<file path="config.mk">
export PLATFORM = sky130hd
export DESIGN_NAME = dcadc_top
export DESIGN_NICKNAME = d
export VERILOG_FILES = /design/src/dcadc_pkg.sv /design/src/dcadc_word_if.sv /design/src/dcadc_buf2.sv /design/src/dcadc_cclk.sv /design/src/dcadc_top.sv
export SDC_FILE = /design/constraint.sdc
export NUM_CORES = 1
export LEC_CHECK = 0
export ABC_AREA = 1
export BUFFER_PORTS_ARGS = -buffer_cell sky130_fd_sc_hd__buf_2
export CAP_MARGIN = 20
export CORE_ASPECT_RATIO = 1.2
export CORE_MARGIN = 2
export CORE_UTILIZATION = 55
export CTS_CLUSTER_DIAMETER = 50
export DETAILED_ROUTE_END_ITERATION = 8
export PLACE_DENSITY = 0.75
export SKIP_CTS_REPAIR_TIMING = 1
export SLEW_MARGIN = 25
export SYNTH_ARGS = -nofsm -noshare
export SYNTH_HDL_FRONTEND = slang
export SYNTH_HIERARCHICAL = 1
export SYNTH_SLANG_ARGS = --single-unit
</file>
<file path="constraint.sdc">
create_clock -name mclk -period 2.4 [get_ports mclk]
set_input_delay 0.24 -clock mclk [delete_from_list [all_inputs] [get_ports mclk]]
set_output_delay 0.24 -clock mclk [all_outputs]
set_load 0.005 [all_outputs]
</file>
<file path="src/dcadc_pkg.sv">
// Constants, types and state names for the two-channel converter readout.
// Assumes a single 40 MHz clock and synchronous active-high reset.
// Behaviour
// - 19-bit frame: busy, channel, sign, 16 bits
// - Zero gives sign 1, rest zero
// - Clamp beyond full scale to fixed codes
// - Toggling conversion clock pin disables oscillator
// - No external clock selects internal oscillator
// - Clock source change harms one result at most
// - Source change keeps internal bit stream valid
// - Internal serial clock is conversion clock over 8
// - Data changes on serial clock falling edges
// - Clock pin level at select fall sets mode
// - Data pin released while chip select high
// - Busy flag shown while converting, low while sleeping
// - Output state shifts latest result, MSB first
// - Chip select rise after first edge aborts
// - Select held low converts continuously
// - Internal oscillator conversion lasts 147 ms
// - Internal output ends after 19 clocks
// - Nineteenth external falling edge starts conversion
// - Reset clears state and selects channel zero
package dcadc_pkg;
    localparam int CLK_HZ = 40_000_000;
    localparam int CLK_PERIOD_NS = 25;
    localparam int FRAME_BITS = 19;
    localparam int WORD_BITS = 18;
    localparam logic [14:0] CONV_TICKS = 15'h501e;
    localparam longint CONV_INT_NS = 147_000_000;
    localparam longint TICK_SPAN_NS = longint'(CONV_TICKS) * CLK_PERIOD_NS;
    // Internal oscillator period, rounded up so a conversion is never short
    localparam logic [8:0] INT_TICK_CYC = 9'((CONV_INT_NS + TICK_SPAN_NS - 1) / TICK_SPAN_NS);
    localparam int DETECT_MIN_HZ = 2560;
    // Two periods of the slowest detectable clock
    localparam int DETECT_WIN_CYC = 2 * CLK_HZ / DETECT_MIN_HZ;
    localparam logic [1:0] SCK_HALF_TICKS = 2'h3;
    localparam logic [4:0] LAST_BIT = 5'h13;
    localparam logic [16:0] CODE_ZERO = 17'h10000;
    localparam logic [16:0] CODE_POS_CLAMP = 17'h18000;
    localparam logic [16:0] CODE_NEG_CLAMP = 17'h07fff;
    localparam logic signed [17:0] VIN_MAX = 18'sh07fff;
    localparam logic signed [17:0] VIN_MIN = 18'sh38000;
    localparam logic CHAN_RST = 1'b0;
    typedef enum logic [1:0] {ST_CONVERT, ST_SLEEP, ST_OUTPUT} dcadc_state_t;
endpackage : dcadc_pkg

</file>
<file path="src/dcadc_word_if.sv">
// Valid/ready carrier for one result word between converter and shifter.
// Assumes both ends run on the same clock.
`timescale 1ns/1ps
interface dcadc_word_if import dcadc_pkg::*; ();
    logic valid;
    logic ready;
    logic [WORD_BITS-1:0] data;
    modport src (output valid, output data, input ready);
    modport snk (input valid, input data, output ready);
endinterface : dcadc_word_if

</file>
<file path="src/dcadc_buf2.sv">
// Two-entry result buffer with valid and ready on both sides.
// Assumes the filling side holds data while valid and not ready.
`timescale 1ns/1ps
module dcadc_buf2 import dcadc_pkg::*; (
    input wire logic mclk,
    input wire logic rst,
    dcadc_word_if.snk in_if,
    dcadc_word_if.src out_if
);
    logic [WORD_BITS-1:0] mem_r [2];
    logic wr_r;
    logic rd_r;
    logic [1:0] cnt_r;

    wire push = in_if.valid & in_if.ready;
    wire pop = out_if.valid & out_if.ready;

    assign in_if.ready = (cnt_r != 2'h2);
    assign out_if.valid = (cnt_r != 2'h0);
    assign out_if.data = mem_r[rd_r];

    always_ff @(posedge mclk) begin
        if (push) begin
            mem_r[wr_r] <= in_if.data;
        end
    end

    always_ff @(posedge mclk) begin
        if (rst) begin
            wr_r <= 1'b0;
            rd_r <= 1'b0;
            cnt_r <= 2'h0;
        end else begin
            wr_r <= wr_r ^ push;
            rd_r <= rd_r ^ pop;
            cnt_r <= 2'(cnt_r + {1'b0, push} - {1'b0, pop});
        end
    end
endmodule : dcadc_buf2

</file>
<file path="src/dcadc_cclk.sv">
// Conversion clock source: external clock detection and internal oscillator.
// Assumes the select pin is asynchronous to mclk.
`timescale 1ns/1ps
module dcadc_cclk import dcadc_pkg::*; #(
    parameter int DETECT_CYC = DETECT_WIN_CYC
) (
    input wire logic mclk,
    input wire logic rst,
    input wire logic f0_pin,
    output logic tick,
    output logic ext_present
);
    logic f0_m_r, f0_s_r, f0_d_r;
    logic [15:0] wd_r;
    logic ext_r;
    logic [8:0] osc_r;

    wire f0_rise = f0_s_r & ~f0_d_r;
    wire wd_expired = (wd_r == 16'(DETECT_CYC - 1));
    wire osc_wrap = (osc_r == INT_TICK_CYC - 9'h001);

    assign tick = ext_r ? f0_rise : osc_wrap;
    assign ext_present = ext_r;

    always_ff @(posedge mclk) begin
        f0_m_r <= f0_pin;
        f0_s_r <= f0_m_r;
        f0_d_r <= f0_s_r;
    end

    always_ff @(posedge mclk) begin
        if (rst) begin
            wd_r <= 16'(DETECT_CYC - 1);
            ext_r <= 1'b0;
            osc_r <= 9'h000;
        end else begin
            wd_r <= f0_rise ? 16'h0000 : (wd_expired ? wd_r : wd_r + 16'h0001);
            ext_r <= (f0_rise & ~wd_expired) | (ext_r & ~wd_expired);
            // Oscillator parked while the external clock runs
            osc_r <= (ext_r | osc_wrap) ? 9'h000 : osc_r + 9'h001;
        end
    end

    property p_ext_detect;
        @(posedge mclk) disable iff (rst) (f0_rise && !wd_expired) |=> ext_r;
    endproperty
    a_ext_detect: assert property (p_ext_detect) else $error("external clock missed");

    property p_ext_drop;
        @(posedge mclk) disable iff (rst)
            (wd_expired && !f0_rise) |=> !ext_r && (tick == osc_wrap);
    endproperty
    a_ext_drop: assert property (p_ext_drop) else $error("oscillator not restored");
endmodule : dcadc_cclk

</file>
<file path="src/dcadc_top.sv">
// Converter state machine and serial result readout for two channels.
// Assumes pins are asynchronous; channel codes come from mclk-domain logic.
`timescale 1ns/1ps
module dcadc_top import dcadc_pkg::*; #(
    parameter int DETECT_CYC = DETECT_WIN_CYC
) (
    input wire logic mclk,
    input wire logic rst,
    input wire logic cs_n_pin,
    input wire logic sck_in,
    input wire logic conversion_clock_select_pin,
    input wire logic signed [17:0] ch0_code,
    input wire logic signed [17:0] ch1_code,
    output logic sck_out,
    output logic sck_oe_n,
    output logic sdo_out,
    output logic sdo_oe_n,
    output logic conv_busy,
    output logic int_osc_on
);
    dcadc_state_t state_r, state_nxt;
    logic [14:0] conv_cnt_r, conv_cnt_nxt;
    logic chan_r, chan_nxt;
    logic ext_mode_r, ext_mode_nxt;
    logic init_r;
    logic cs_m_r, cs_s_r, cs_d_r;
    logic sck_m_r, sck_s_r, sck_d_r;
    logic [FRAME_BITS-1:0] shift_r, shift_nxt;
    logic [4:0] bit_cnt_r, bit_cnt_nxt;
    logic [1:0] div_r, div_nxt;
    logic sck_gen_r, sck_gen_nxt;
    logic sdo_r, sdo_oe_n_r, sck_oe_n_r, busy_r, osc_on_r;
    logic tick, ext_present;

    dcadc_word_if conv_if ();
    dcadc_word_if rd_if ();

    dcadc_cclk #(.DETECT_CYC(DETECT_CYC)) u_cclk (
        .mclk(mclk),
        .rst(rst),
        .f0_pin(conversion_clock_select_pin),
        .tick(tick),
        .ext_present(ext_present)
    );

    dcadc_buf2 u_buf (
        .mclk(mclk),
        .rst(rst),
        .in_if(conv_if.snk),
        .out_if(rd_if.src)
    );

    // Pin edge decode
    wire cs_low = ~cs_s_r;
    wire cs_fall = cs_d_r & ~cs_s_r;
    wire cs_rise = ~cs_d_r & cs_s_r;
    wire ext_rise = sck_s_r & ~sck_d_r;
    wire ext_fall = ~sck_s_r & sck_d_r;
    wire int_edge = tick & (div_r == SCK_HALF_TICKS);
    wire int_rise = int_edge & ~sck_gen_r;
    wire int_fall = int_edge & sck_gen_r;
    wire sck_rise = ext_mode_r ? ext_rise : int_rise;
    wire sck_fall = ext_mode_r ? ext_fall : int_fall;

    wire conv_last = tick & (conv_cnt_r == CONV_TICKS - 15'h0001);
    wire conv_done = (state_r == ST_CONVERT) & conv_last & conv_if.ready;

    wire signed [17:0] vin = chan_r ? ch1_code : ch0_code;
    wire over = (vin > VIN_MAX);
    wire under = (vin < VIN_MIN);
    wire [16:0] res_code = over ? CODE_POS_CLAMP :
                           (under ? CODE_NEG_CLAMP : 17'(vin[16:0] + CODE_ZERO));

    wire out_start = (state_r == ST_SLEEP) & cs_low & ~cs_fall & rd_if.valid &
                     (ext_mode_r ? ext_rise : 1'b1);
    wire last_int = ~ext_mode_r & sck_rise & (bit_cnt_r == LAST_BIT - 5'h01);
    wire last_ext = ext_mode_r & sck_fall & (bit_cnt_r == LAST_BIT);
    wire abort = cs_rise & (bit_cnt_r != 5'h00);
    wire out_end = (state_r == ST_OUTPUT) & (abort | last_int | last_ext);
    wire shift_next_bit = shift_r[FRAME_BITS-2];

    assign conv_if.valid = (state_r == ST_CONVERT) & conv_last;
    assign conv_if.data = {chan_r, res_code};
    assign rd_if.ready = out_end;

    wire sdo_nxt = (state_nxt == ST_OUTPUT) ? shift_nxt[FRAME_BITS-1] :
                   (state_nxt == ST_CONVERT);
    wire sck_oe_n_nxt = ext_mode_nxt | cs_s_r;

    always_comb begin
        state_nxt = state_r;
        conv_cnt_nxt = conv_cnt_r;
        chan_nxt = chan_r;
        shift_nxt = shift_r;
        bit_cnt_nxt = bit_cnt_r;
        div_nxt = div_r;
        sck_gen_nxt = sck_gen_r;
        ext_mode_nxt = ext_mode_r;
        if (init_r | cs_fall) begin
            ext_mode_nxt = ~sck_s_r;
        end
        if (cs_fall & ~ext_mode_nxt) begin
            sck_gen_nxt = 1'b0;
        end
        unique case (state_r)
            ST_CONVERT: begin
                if (tick & ~conv_last) begin
                    conv_cnt_nxt = conv_cnt_r + 15'h0001;
                end
                if (conv_done) begin
                    state_nxt = ST_SLEEP;
                    conv_cnt_nxt = 15'h0000;
                    chan_nxt = ~chan_r;
                end
            end
            ST_SLEEP: begin
                if (out_start) begin
                    state_nxt = ST_OUTPUT;
                    shift_nxt = {1'b0, rd_if.data};
                    div_nxt = 2'h0;
                    sck_gen_nxt = 1'b0;
                    bit_cnt_nxt = ext_mode_r ? 5'h01 : 5'h00;
                end
            end
            ST_OUTPUT: begin
                if (tick & ~ext_mode_r) begin
                    div_nxt = div_r + 2'h1;
                end
                if (int_edge & ~ext_mode_r) begin
                    sck_gen_nxt = ~sck_gen_r;
                end
                if (sck_rise) begin
                    bit_cnt_nxt = bit_cnt_r + 5'h01;
                end
                if (sck_fall) begin
                    shift_nxt = {shift_r[FRAME_BITS-2:0], 1'b0};
                end
                if (out_end) begin
                    state_nxt = ST_CONVERT;
                    bit_cnt_nxt = 5'h00;
                    sck_gen_nxt = 1'b1;
                end else if (cs_rise) begin
                    // Before the first edge the result is kept for a later read
                    state_nxt = ST_SLEEP;
                    bit_cnt_nxt = 5'h00;
                    sck_gen_nxt = 1'b1;
                end
            end
        endcase
    end

    // Pin synchronisers; reset is held long enough to flush them
    always_ff @(posedge mclk) begin
        cs_m_r <= cs_n_pin;
        cs_s_r <= cs_m_r;
        cs_d_r <= cs_s_r;
        sck_m_r <= sck_in;
        sck_s_r <= sck_m_r;
        sck_d_r <= sck_s_r;
    end

    always_ff @(posedge mclk) begin
        if (rst) begin
            state_r <= ST_CONVERT;
            conv_cnt_r <= 15'h0000;
            chan_r <= CHAN_RST;
            ext_mode_r <= 1'b0;
            init_r <= 1'b1;
            shift_r <= '0;
            bit_cnt_r <= 5'h00;
            div_r <= 2'h0;
            sck_gen_r <= 1'b1;
        end else begin
            state_r <= state_nxt;
            conv_cnt_r <= conv_cnt_nxt;
            chan_r <= chan_nxt;
            ext_mode_r <= ext_mode_nxt;
            init_r <= 1'b0;
            shift_r <= shift_nxt;
            bit_cnt_r <= bit_cnt_nxt;
            div_r <= div_nxt;
            sck_gen_r <= sck_gen_nxt;
        end
    end

    always_ff @(posedge mclk) begin
        if (rst) begin
            sdo_r <= 1'b1;
            sdo_oe_n_r <= 1'b1;
            sck_oe_n_r <= 1'b1;
            busy_r <= 1'b1;
            osc_on_r <= 1'b1;
        end else begin
            sdo_r <= sdo_nxt;
            sdo_oe_n_r <= cs_s_r;
            sck_oe_n_r <= sck_oe_n_nxt;
            busy_r <= (state_nxt == ST_CONVERT);
            osc_on_r <= ~ext_present;
        end
    end

    assign sdo_out = sdo_r;
    assign sdo_oe_n = sdo_oe_n_r;
    assign sck_out = sck_gen_r;
    assign sck_oe_n = sck_oe_n_r;
    assign conv_busy = busy_r;
    assign int_osc_on = osc_on_r;

    property p_frame_load;
        @(posedge mclk) disable iff (rst)
            (state_r == ST_SLEEP && state_nxt == ST_OUTPUT) |=>
            shift_r == {1'b0, $past(rd_if.data)} && !sdo_out;
    endproperty
    a_frame_load: assert property (p_frame_load) else $error("frame not loaded");

    property p_zero_code;
        @(posedge mclk) disable iff (rst) (vin == 18'sh00000) |-> res_code == CODE_ZERO;
    endproperty
    a_zero_code: assert property (p_zero_code) else $error("zero input miscoded");

    property p_minus_one;
        @(posedge mclk) disable iff (rst) (vin == 18'sh3ffff) |-> res_code == 17'h0ffff;
    endproperty
    a_minus_one: assert property (p_minus_one) else $error("minus one miscoded");

    property p_clamp;
        @(posedge mclk) disable iff (rst)
            (over |-> res_code == 17'h18000) and (under |-> res_code == 17'h07fff);
    endproperty
    a_clamp: assert property (p_clamp) else $error("out of range not clamped");

    property p_sck_div;
        @(posedge mclk) disable iff (rst)
            (state_r == ST_OUTPUT && !ext_mode_r && int_edge && !out_end && !cs_rise)
            |=> sck_out != $past(sck_out);
    endproperty
    a_sck_div: assert property (p_sck_div) else $error("internal clock missed toggle");

    property p_fall_shift;
        @(posedge mclk) disable iff (rst)
            (state_r == ST_OUTPUT && sck_fall && !out_end && !cs_rise)
            |=> sdo_out == $past(shift_next_bit);
    endproperty
    a_fall_shift: assert property (p_fall_shift) else $error("data not shifted");

    property p_mode_sel;
        @(posedge mclk) disable iff (rst) cs_fall |=> ext_mode_r == !$past(sck_s_r);
    endproperty
    a_mode_sel: assert property (p_mode_sel) else $error("clock mode not sampled");

    property p_hiz;
        @(posedge mclk) disable iff (rst) cs_s_r ##1 cs_s_r |-> sdo_oe_n;
    endproperty
    a_hiz: assert property (p_hiz) else $error("data pin driven while deselected");

    property p_busy;
        @(posedge mclk) disable iff (rst)
            (state_r == ST_CONVERT && !conv_done && !cs_s_r) |=> sdo_out && !sdo_oe_n;
    endproperty
    a_busy: assert property (p_busy) else $error("busy flag not shown");

    property p_eoc_low;
        @(posedge mclk) disable iff (rst) (conv_done && !cs_s_r) |=> !sdo_out && !conv_busy;
    endproperty
    a_eoc_low: assert property (p_eoc_low) else $error("busy flag stuck");

    property p_abort;
        @(posedge mclk) disable iff (rst) (state_r == ST_OUTPUT && abort) |=> state_r == ST_CONVERT;
    endproperty
    a_abort: assert property (p_abort) else $error("abort did not restart");

    property p_conv_len;
        @(posedge mclk) disable iff (rst) state_r == ST_CONVERT |-> conv_cnt_r < 15'h501e;
    endproperty
    a_conv_len: assert property (p_conv_len) else $error("conversion overran");

    property p_out_len;
        @(posedge mclk) disable iff (rst) state_r == ST_OUTPUT |-> bit_cnt_r <= 5'h13;
    endproperty
    a_out_len: assert property (p_out_len) else $error("readout overran");

    property p_ext_end;
        @(posedge mclk) disable iff (rst)
            (state_r == ST_OUTPUT && last_ext) |=> state_r == ST_CONVERT && sdo_out;
    endproperty
    a_ext_end: assert property (p_ext_end) else $error("no restart on last fall");

    property p_chan;
        @(posedge mclk) disable iff (rst) conv_done |=> chan_r != $past(chan_r);
    endproperty
    a_chan: assert property (p_chan) else $error("channel did not alternate");
endmodule : dcadc_top

</file>
==> impl_metrics.env, run 1 <==
export IMPL_post_route_util_pct=66.4
export IMPL_gr_ovfl_total=0
export IMPL_cp_start_kind="flip-flop"
export IMPL_final_min_clock_period_ns=2.48
export IMPL_antenna_found_initial=0
export IMPL_max_clock_path_buffers=2
export IMPL_clkTransAtPathRegs_ns=0.06
export IMPL_tritoncts_num_sinks=127
export IMPL_vdd_ir_drop_worst_mv=0.561
export IMPL_dominant_cells_by_area_after_synthesis="sky130_fd_sc_hd__dfxtp_1 29%, sky130_fd_sc_hd__edfxtp_1 17%, sky130_fd_sc_hd__nand2_1 13%"
export IMPL_path_max_fanout=2
export IMPL_yosys_area_top_type="sky130_fd_sc_hd__dfxtp_1"
export IMPL_power_leakage_nw=3.21
export IMPL_floorplan_initialDensity_pct=55.7
export IMPL_max_cap_violations=0
export IMPL_dp_hpwl_mm=9.06
export IMPL_final_non_filler_cells=1082
export IMPL_failing_checks="setup timing"
export IMPL_final_power_mw=5.32
export IMPL_numCtsBuffers=17
export IMPL_floorplan_io_pins=47
export IMPL_layout_drive_gt1_share_pct=19.0
export IMPL_first_global_vias=5186
export IMPL_finalCritPeriodShare_pct=103
export IMPL_p_int_mw=4.19
export IMPL_tritoncts="built"
export IMPL_worstPathArrival_ns=2.79
export IMPL_ant_nets=0
export IMPL_routed_via_count=5535
export IMPL_comb_power_share_pct=4.8
export IMPL_syn_area_sq_mm=0.00639
export IMPL_net_switching_fraction_of_the_power_pct=21.2
export IMPL_path_class="flip-flop to flip-flop"
export IMPL_worstSetupEndpointType="flip-flop"
export IMPL_drt_iter0_markers=258
export IMPL_fin_skew_ns=0.00785
export IMPL_routed_wl_mm=13.1
export IMPL_grt_max_degree=29
export IMPL_num_nets_final=968
export IMPL_core_area_sq_mm=0.0115
export IMPL_die_area_sq_mm=0.0125
export IMPL_nFillCells=985
export IMPL_clock_latency_ns=0.41
export IMPL_chipWidth_microns=102
export IMPL_gp_congestion=0.854
export IMPL_maxClockFrequency_mhz=403
export IMPL_class_of_the_tightest_hold_or_removal_check="input pin to flip-flop"
export IMPL_yosysWarningCount=6
export IMPL_ys_dominant_reg_cell="sky130_fd_sc_hd__dfxtp_1"
export IMPL_drt_pass1_iterations=6
export IMPL_clock_tree_htree_level_count=4
export IMPL_antenna_diode_count=0
export IMPL_synth_largest_type_area_fraction_pct=28.5
export IMPL_via_per_inst=5.12
export IMPL_clkPwrFrac_pct=52.5
export IMPL_syn_mean_instance_area_sq_um=7.58
export IMPL_setup_tns_final_ns=-0.0830
export IMPL_status="finished with violations"
export IMPL_global_route_usage_total_pct=22.4
export IMPL_maxSlewHeadroom_pct=60.4
export IMPL_yosys_register_bits=127
export IMPL_power_density_mw_per_mm2=699
export IMPL_synthMostInstantiatedCell="sky130_fd_sc_hd__nand2_1"
export IMPL_yosys_cell_types_count=43
export IMPL_timing_final_setup_violations=1
export IMPL_synth_net_count=899
export IMPL_seqPwrFrac_pct=42.8
export IMPL_root_buffer="sky130_fd_sc_hd__clkbuf_16"
export IMPL_worst_pin_slew_ns=0.578
export IMPL_syn_instance_count=843
export IMPL_netlist_top_cells_count="224 x sky130_fd_sc_hd__nand2_1, 91 x sky130_fd_sc_hd__dfxtp_1, 85 x sky130_fd_sc_hd__inv_1"
export IMPL_maxSlewViolCount=0
export IMPL_setup_repair_after_global_routing_missed_its_margin="yes"
export IMPL_post_route_worst_setup_slack_ns=-0.0830
export IMPL_die_h_microns=122
export IMPL_final_hold_violation_count=0
export IMPL_synth_edff_count=36
export IMPL_critical_path_required_ns=2.70
export IMPL_post_route_drc_count=0
export IMPL_synth_seq_area_share_pct=45.4
export IMPL_power_switching_mw=1.13
export IMPL_async_reset_ff_share_pct=0
export IMPL_placement_rows=43
export IMPL_grt_pass1_wl_mm=22.4
export IMPL_wl_per_cell_microns=12.1
export IMPL_place_inst=1046
export IMPL_place_port_buffers=46
export IMPL_areaGrowthSynthToFinish_pct=19.0
critical path, cell delays in order, from the launching register on:
cell                      delay, ns
sky130_fd_sc_hd__dfxtp_2       0.32
sky130_fd_sc_hd__inv_2         0.07
sky130_fd_sc_hd__ha_4          0.12
sky130_fd_sc_hd__nand2_2       0.04
sky130_fd_sc_hd__nor3_2        0.13
sky130_fd_sc_hd__nand2_1       0.11
sky130_fd_sc_hd__a21oi_2       0.22
sky130_fd_sc_hd__nand2_2       0.10
sky130_fd_sc_hd__nor2_2        0.12
sky130_fd_sc_hd__nand2_1       0.07
sky130_fd_sc_hd__nor2_1        0.08
sky130_fd_sc_hd__nor2_1        0.06
sky130_fd_sc_hd__nor2_1        0.12
sky130_fd_sc_hd__inv_2         0.07
sky130_fd_sc_hd__nor2_4        0.13
sky130_fd_sc_hd__xnor2_2       0.12
sky130_fd_sc_hd__ha_2          0.20
sky130_fd_sc_hd__inv_2         0.04
sky130_fd_sc_hd__nand2_2       0.05
sky130_fd_sc_hd__nand2_2       0.06
sky130_fd_sc_hd__a21oi_2       0.10
sky130_fd_sc_hd__nor2_1        0.05
cell type report:
class                      instances  area [sq um]  area share, %
inverter                         107           409           5.38
clock buffer                      18           429           5.64
tap                              157           196           2.58
sequential                       127          2910           38.2
timing repair buffer              71           450           5.92
multi-input combinational        588          3000           39.4
clock inverter                    14           215           2.83
routing by layer:
layer	up-vias	track usage [%]	wire [microns]
met2	122	38.1	6470
met3	24	4.36	497
met4	0	9.92	269
li1	2888	-	-
met5	-	0	0
met1	2501	27.3	5820
cell usage in the layout, fill, tap and decap left out, types with 3 or more instances in the layout:
cell                            count
sky130_fd_sc_hd__nand2_1          220
sky130_fd_sc_hd__dfxtp_1           89
sky130_fd_sc_hd__inv_1             81
sky130_fd_sc_hd__nor2_1            80
sky130_fd_sc_hd__nand3_1           64
sky130_fd_sc_hd__buf_2             46
sky130_fd_sc_hd__a21oi_1           44
sky130_fd_sc_hd__o21ai_0           42
sky130_fd_sc_hd__edfxtp_1          36
sky130_fd_sc_hd__inv_2             21
sky130_fd_sc_hd__buf_4             20
sky130_fd_sc_hd__a31oi_1           18
sky130_fd_sc_hd__clkbuf_16         17
sky130_fd_sc_hd__nand2_2           13
sky130_fd_sc_hd__ha_1              13
sky130_fd_sc_hd__o21ai_2           12
sky130_fd_sc_hd__nand4_1           12
sky130_fd_sc_hd__nor3_1             9
sky130_fd_sc_hd__o21ai_1            8
sky130_fd_sc_hd__xor2_1             7
sky130_fd_sc_hd__nor2_2             6
sky130_fd_sc_hd__bufinv_16          5
sky130_fd_sc_hd__nor2_4             4
sky130_fd_sc_hd__xnor2_1            4
sky130_fd_sc_hd__clkinv_1           3
sky130_fd_sc_hd__a21oi_2            3
sky130_fd_sc_hd__clkinv_2           3
sky130_fd_sc_hd__clkinv_4           3
sky130_fd_sc_hd__dlygate4sd3_1      3
sky130_fd_sc_hd__o21bai_1           3
kinds of logic (layout without fill, tap and decap cells):
group / Yosys count / count (layout) / synth area share (%)
buffers and inverters: 128 / 210 / 8.46
DFF: 127 / 127 / 45.4
AOI/OAI and AO/OA: 139 / 139 / 12.8
and+or+nand+nor: 421 / 421 / 28.6
adders and majority gates: 15 / 15 / 2.94
muxes: 1 / 1 / 0.157
xor gates and xnor gates: 12 / 12 / 1.65
stage by stage:
| stage | hold slack, ns | setup WS (ns) | cell area (sq um) |
|---|---|---|---|
| finish | 0.210 | -0.0830 | 7600 |
| global route | 0.231 | -0.283 | 7600 |
| CTS | -0.0878 | -0.136 | 7510 |
| detailed placement | 0.317 | -0.0746 | 6870 |
| global placement | 0.310 | -0.0481 | 6870 |
| floorplan | 0.268 | 0.0221 | 6390 |
worst paths after layout:
| check | start | to | slack (ns) | cells after the start |
|---|---|---|---|---|
| worst max register to register | u_cclk/osc_r[0] | u_buf/cnt_r[1] | -0.08 | 21 |
| worst max-delay path | u_cclk/osc_r[0] | u_buf/cnt_r[1] | -0.08 | 21 |
| worst min-delay path | ch0_code[13] | u_buf/mem_r[1][13] | 0.21 | 5 |
| worst min register to register | cs_m_r | cs_s_r | 0.33 | 0 |
power by group through the flow:
| stage | logic [mW] | clock network (mW) | registers (mW) |
|---|---|---|---|
| floorplan | 0.164 | 0 | 2.31 |
| global placement | 0.240 | 0 | 2.31 |
| detailed placement | 0.245 | 0 | 2.32 |
| CTS | 0.247 | 2.83 | 2.27 |
| global route | 0.288 | 2.93 | 2.28 |
| finish | 0.253 | 2.79 | 2.27 |
state kept, by name (all words and copies together), names as in the netlist, 2 cells and up:
| name | flops |
|---|---|
| bit_cnt_r | 5 |
| conv_cnt_r | 15 |
| u_buf/mem_r | 36 |
| u_buf/cnt_r | 2 |
| u_cclk/osc_r | 9 |
| u_cclk/wd_r | 16 |
| state_r | 2 |
| div_r | 2 |
| shift_r | 19 |
Power figures use the tool's default switching activity.
==> run 2, diff against run 1 <==
--- a/config.mk
+++ b/config.mk
@@ -14,6 +14,7 @@
 export CTS_CLUSTER_DIAMETER = 50
 export DETAILED_ROUTE_END_ITERATION = 8
 export PLACE_DENSITY = 0.75
+export RECOVER_POWER = 50
 export SKIP_CTS_REPAIR_TIMING = 1
 export SLEW_MARGIN = 25
 export SYNTH_ARGS = -nofsm -noshare
==> run 2 against run 1 <==
  * The run still ends with setup timing left
  * Sequential power is essentially flat
  * Critical path depth is the same
  * Non-clock buffer count unchanged
  * Register-to-register slack hardly changed
  * Critical path type unchanged
  * Highest routed layer unchanged
==> impl_metrics.env, run 2 (synthesized netlist as in run 1, its figures left out) <==
export IMPL_global_route_usage_total_pct=22.4
export IMPL_drt_iter0_markers=265
export IMPL_routed_wl_mm=13.1
export IMPL_setup_repair_after_global_routing_missed_its_margin="yes"
export IMPL_failing_checks="setup timing"
export IMPL_antenna_diode_count=0
export IMPL_floorplan_io_pins=47
export IMPL_biggestRegsByFlops="u_buf/mem_r x36, shift_r x19, u_cclk/wd_r x16"
export IMPL_maxSlewViolCount=0
export IMPL_place_port_buffers=46
export IMPL_class_of_the_tightest_hold_or_removal_check="input pin to flip-flop"
export IMPL_dp_hpwl_mm=9.06
export IMPL_die_area_sq_mm=0.0125
export IMPL_layout_drive_gt1_share_pct=18.5
export IMPL_die_h_microns=122
export IMPL_gr_ovfl_total=0
export IMPL_clock_latency_ns=0.41
export IMPL_timing_final_setup_violations=1
export IMPL_status="finished with violations"
export IMPL_root_buffer="sky130_fd_sc_hd__clkbuf_16"
export IMPL_final_hold_violation_count=0
export IMPL_final_min_clock_period_ns=2.48
export IMPL_clock_tree_htree_level_count=4
export IMPL_critPathLaunch="u_cclk/osc_r[0]"
export IMPL_tritoncts_num_sinks=127
export IMPL_comb_power_share_pct=4.7
export IMPL_net_switching_fraction_of_the_power_pct=21.2
export IMPL_path_max_fanout=2
export IMPL_tritoncts="built"
export IMPL_p_int_mw=4.19
export IMPL_num_nets_final=968
export IMPL_grt_pass1_wl_mm=22.4
export IMPL_core_area_sq_mm=0.0115
export IMPL_post_route_drc_count=0
export IMPL_post_route_worst_setup_slack_ns=-0.0841
export IMPL_layout_cells_most_common="sky130_fd_sc_hd__nand2_1"
export IMPL_regToRegStartpoint="u_cclk/osc_r[0]"
export IMPL_grt_max_degree=29
export IMPL_worst_pin_slew_ns=0.854
export IMPL_via_per_inst=5.11
export IMPL_regToRegSetupSlack_ns=-0.08
export IMPL_power_density_mw_per_mm2=699
export IMPL_antenna_found_initial=0
export IMPL_power_leakage_nw=3.20
export IMPL_maxSlewHeadroom_pct=43.0
export IMPL_clkTransAtPathRegs_ns=0.06
export IMPL_worstSetupEndpointType="flip-flop"
export IMPL_finalCritPeriodShare_pct=104
export IMPL_place_inst=1046
export IMPL_drt_pass1_iterations=6
export IMPL_worstPathArrival_ns=2.79
export IMPL_floorplan_initialDensity_pct=55.7
export IMPL_register_with_the_most_flip_flops="u_buf/mem_r"
export IMPL_critical_path_required_ns=2.70
export IMPL_cp_start_kind="flip-flop"
export IMPL_final_non_filler_cells=1082
export IMPL_wl_per_cell_microns=12.1
export IMPL_fin_skew_ns=0.00814
export IMPL_hold_worst_slack_ns=0.209
export IMPL_ant_nets=0
export IMPL_areaGrowthSynthToFinish_pct=19.0
export IMPL_path_class="flip-flop to flip-flop"
export IMPL_maxClockFrequency_mhz=403
export IMPL_first_global_vias=5186
export IMPL_routed_via_count=5527
export IMPL_gp_congestion=0.854
export IMPL_clkPwrFrac_pct=52.5
export IMPL_max_clock_path_buffers=2
export IMPL_placement_cell_area_sq_mm=0.00687
export IMPL_placement_rows=43
export IMPL_worst_hold_startpoint="ch0_code[13]"
export IMPL_max_cap_violations=0
export IMPL_vdd_ir_drop_worst_mv=0.561
export IMPL_stdcell_area_sq_mm=0.00760
export IMPL_largest_register_ffs=36
export IMPL_numCtsBuffers=17
export IMPL_power_switching_mw=1.13
export IMPL_most_frequent_cells_in_the_layout="220 x sky130_fd_sc_hd__nand2_1, 89 x sky130_fd_sc_hd__dfxtp_1, 82 x sky130_fd_sc_hd__inv_1, 80 x sky130_fd_sc_hd__nor2_1, 64 x sky130_fd_sc_hd__nand3_1"
export IMPL_seqPwrFrac_pct=42.8
export IMPL_chipWidth_microns=102
==> run 2: changes by cell type in the layout (fill, tap and decap cells not counted) <==
| cell | previous run | this run |
|---|---|---|
| sky130_fd_sc_hd__buf_2 | 46 | 42 |
| sky130_fd_sc_hd__inv_1 | 81 | 82 |
| sky130_fd_sc_hd__inv_2 | 21 | 20 |
| sky130_fd_sc_hd__clkbuf_1 | 1 | 5 |
==> run 2: final timing paths <==
kind / end / cells after the start
min: u_buf/mem_r[1][13] / 5
max reg2reg: u_buf/cnt_r[1] / 21
min reg2reg: cs_s_r / 0
max: u_buf/cnt_r[1] / 21
==> run 2: final cells by class <==
cell class	count	area [sq um]
inverter	107	409
clock buffer	18	429
sequential	127	2910
fill	986	3860
clock inverter	14	215
tap	157	196
multi-input combinational	588	3000
timing repair buffer	71	445
==> run 2: worst max-delay path, stage by stage (launching register included) <==
cell	delay [ns]
sky130_fd_sc_hd__dfxtp_2	0.32
sky130_fd_sc_hd__inv_2	0.07
sky130_fd_sc_hd__ha_4	0.12
sky130_fd_sc_hd__nand2_2	0.04
sky130_fd_sc_hd__nor3_2	0.13
sky130_fd_sc_hd__nand2_1	0.11
sky130_fd_sc_hd__a21oi_2	0.22
sky130_fd_sc_hd__nand2_2	0.10
sky130_fd_sc_hd__nor2_2	0.12
sky130_fd_sc_hd__nand2_1	0.07
sky130_fd_sc_hd__nor2_1	0.08
sky130_fd_sc_hd__nor2_1	0.06
sky130_fd_sc_hd__nor2_1	0.12
sky130_fd_sc_hd__inv_2	0.07
sky130_fd_sc_hd__nor2_4	0.13
sky130_fd_sc_hd__xnor2_2	0.12
sky130_fd_sc_hd__ha_2	0.20
sky130_fd_sc_hd__inv_2	0.04
sky130_fd_sc_hd__nand2_2	0.05
sky130_fd_sc_hd__nand2_2	0.06
sky130_fd_sc_hd__a21oi_2	0.10
sky130_fd_sc_hd__nor2_1	0.05
==> run 2: per-layer routing <==
| metal | vias up | GRT usage (%) | share of wire [%] |
|---|---|---|---|
| li1 | 2889 | - | - |
| met1 | 2500 | 27.3 | 45 |
| met2 | 115 | 38.1 | 49 |
| met3 | 23 | 4.36 | 3.7 |
| met4 | 0 | 9.92 | 2.1 |
| met5 | - | 0 | 0 |
==> run 2: per-stage QoR <==
stage / worst slack, ns / utilization [%] / power (mW) / TNS [ns]
detailed placement: -0.0746 / 60.0 / 2.56 / -0.0746
CTS: -0.136 / 65.6 / 5.35 / -0.136
floorplan: 0.0221 / - / 2.47 / 0
global route: -0.283 / 66.3 / 5.49 / -0.423
global placement: -0.0481 / 60.0 / 2.56 / -0.0481
finish: -0.0841 / 66.3 / 5.31 / -0.0841
==> run 2: power groups by stage <==
stage,clock network [mW],logic [mW],registers (mW)
after floorplan,0,0.164,2.31
after global placement,0,0.240,2.31
after detailed placement,0,0.245,2.32
after CTS,2.83,0.247,2.27
after global routing,2.93,0.288,2.28
final,2.79,0.252,2.27
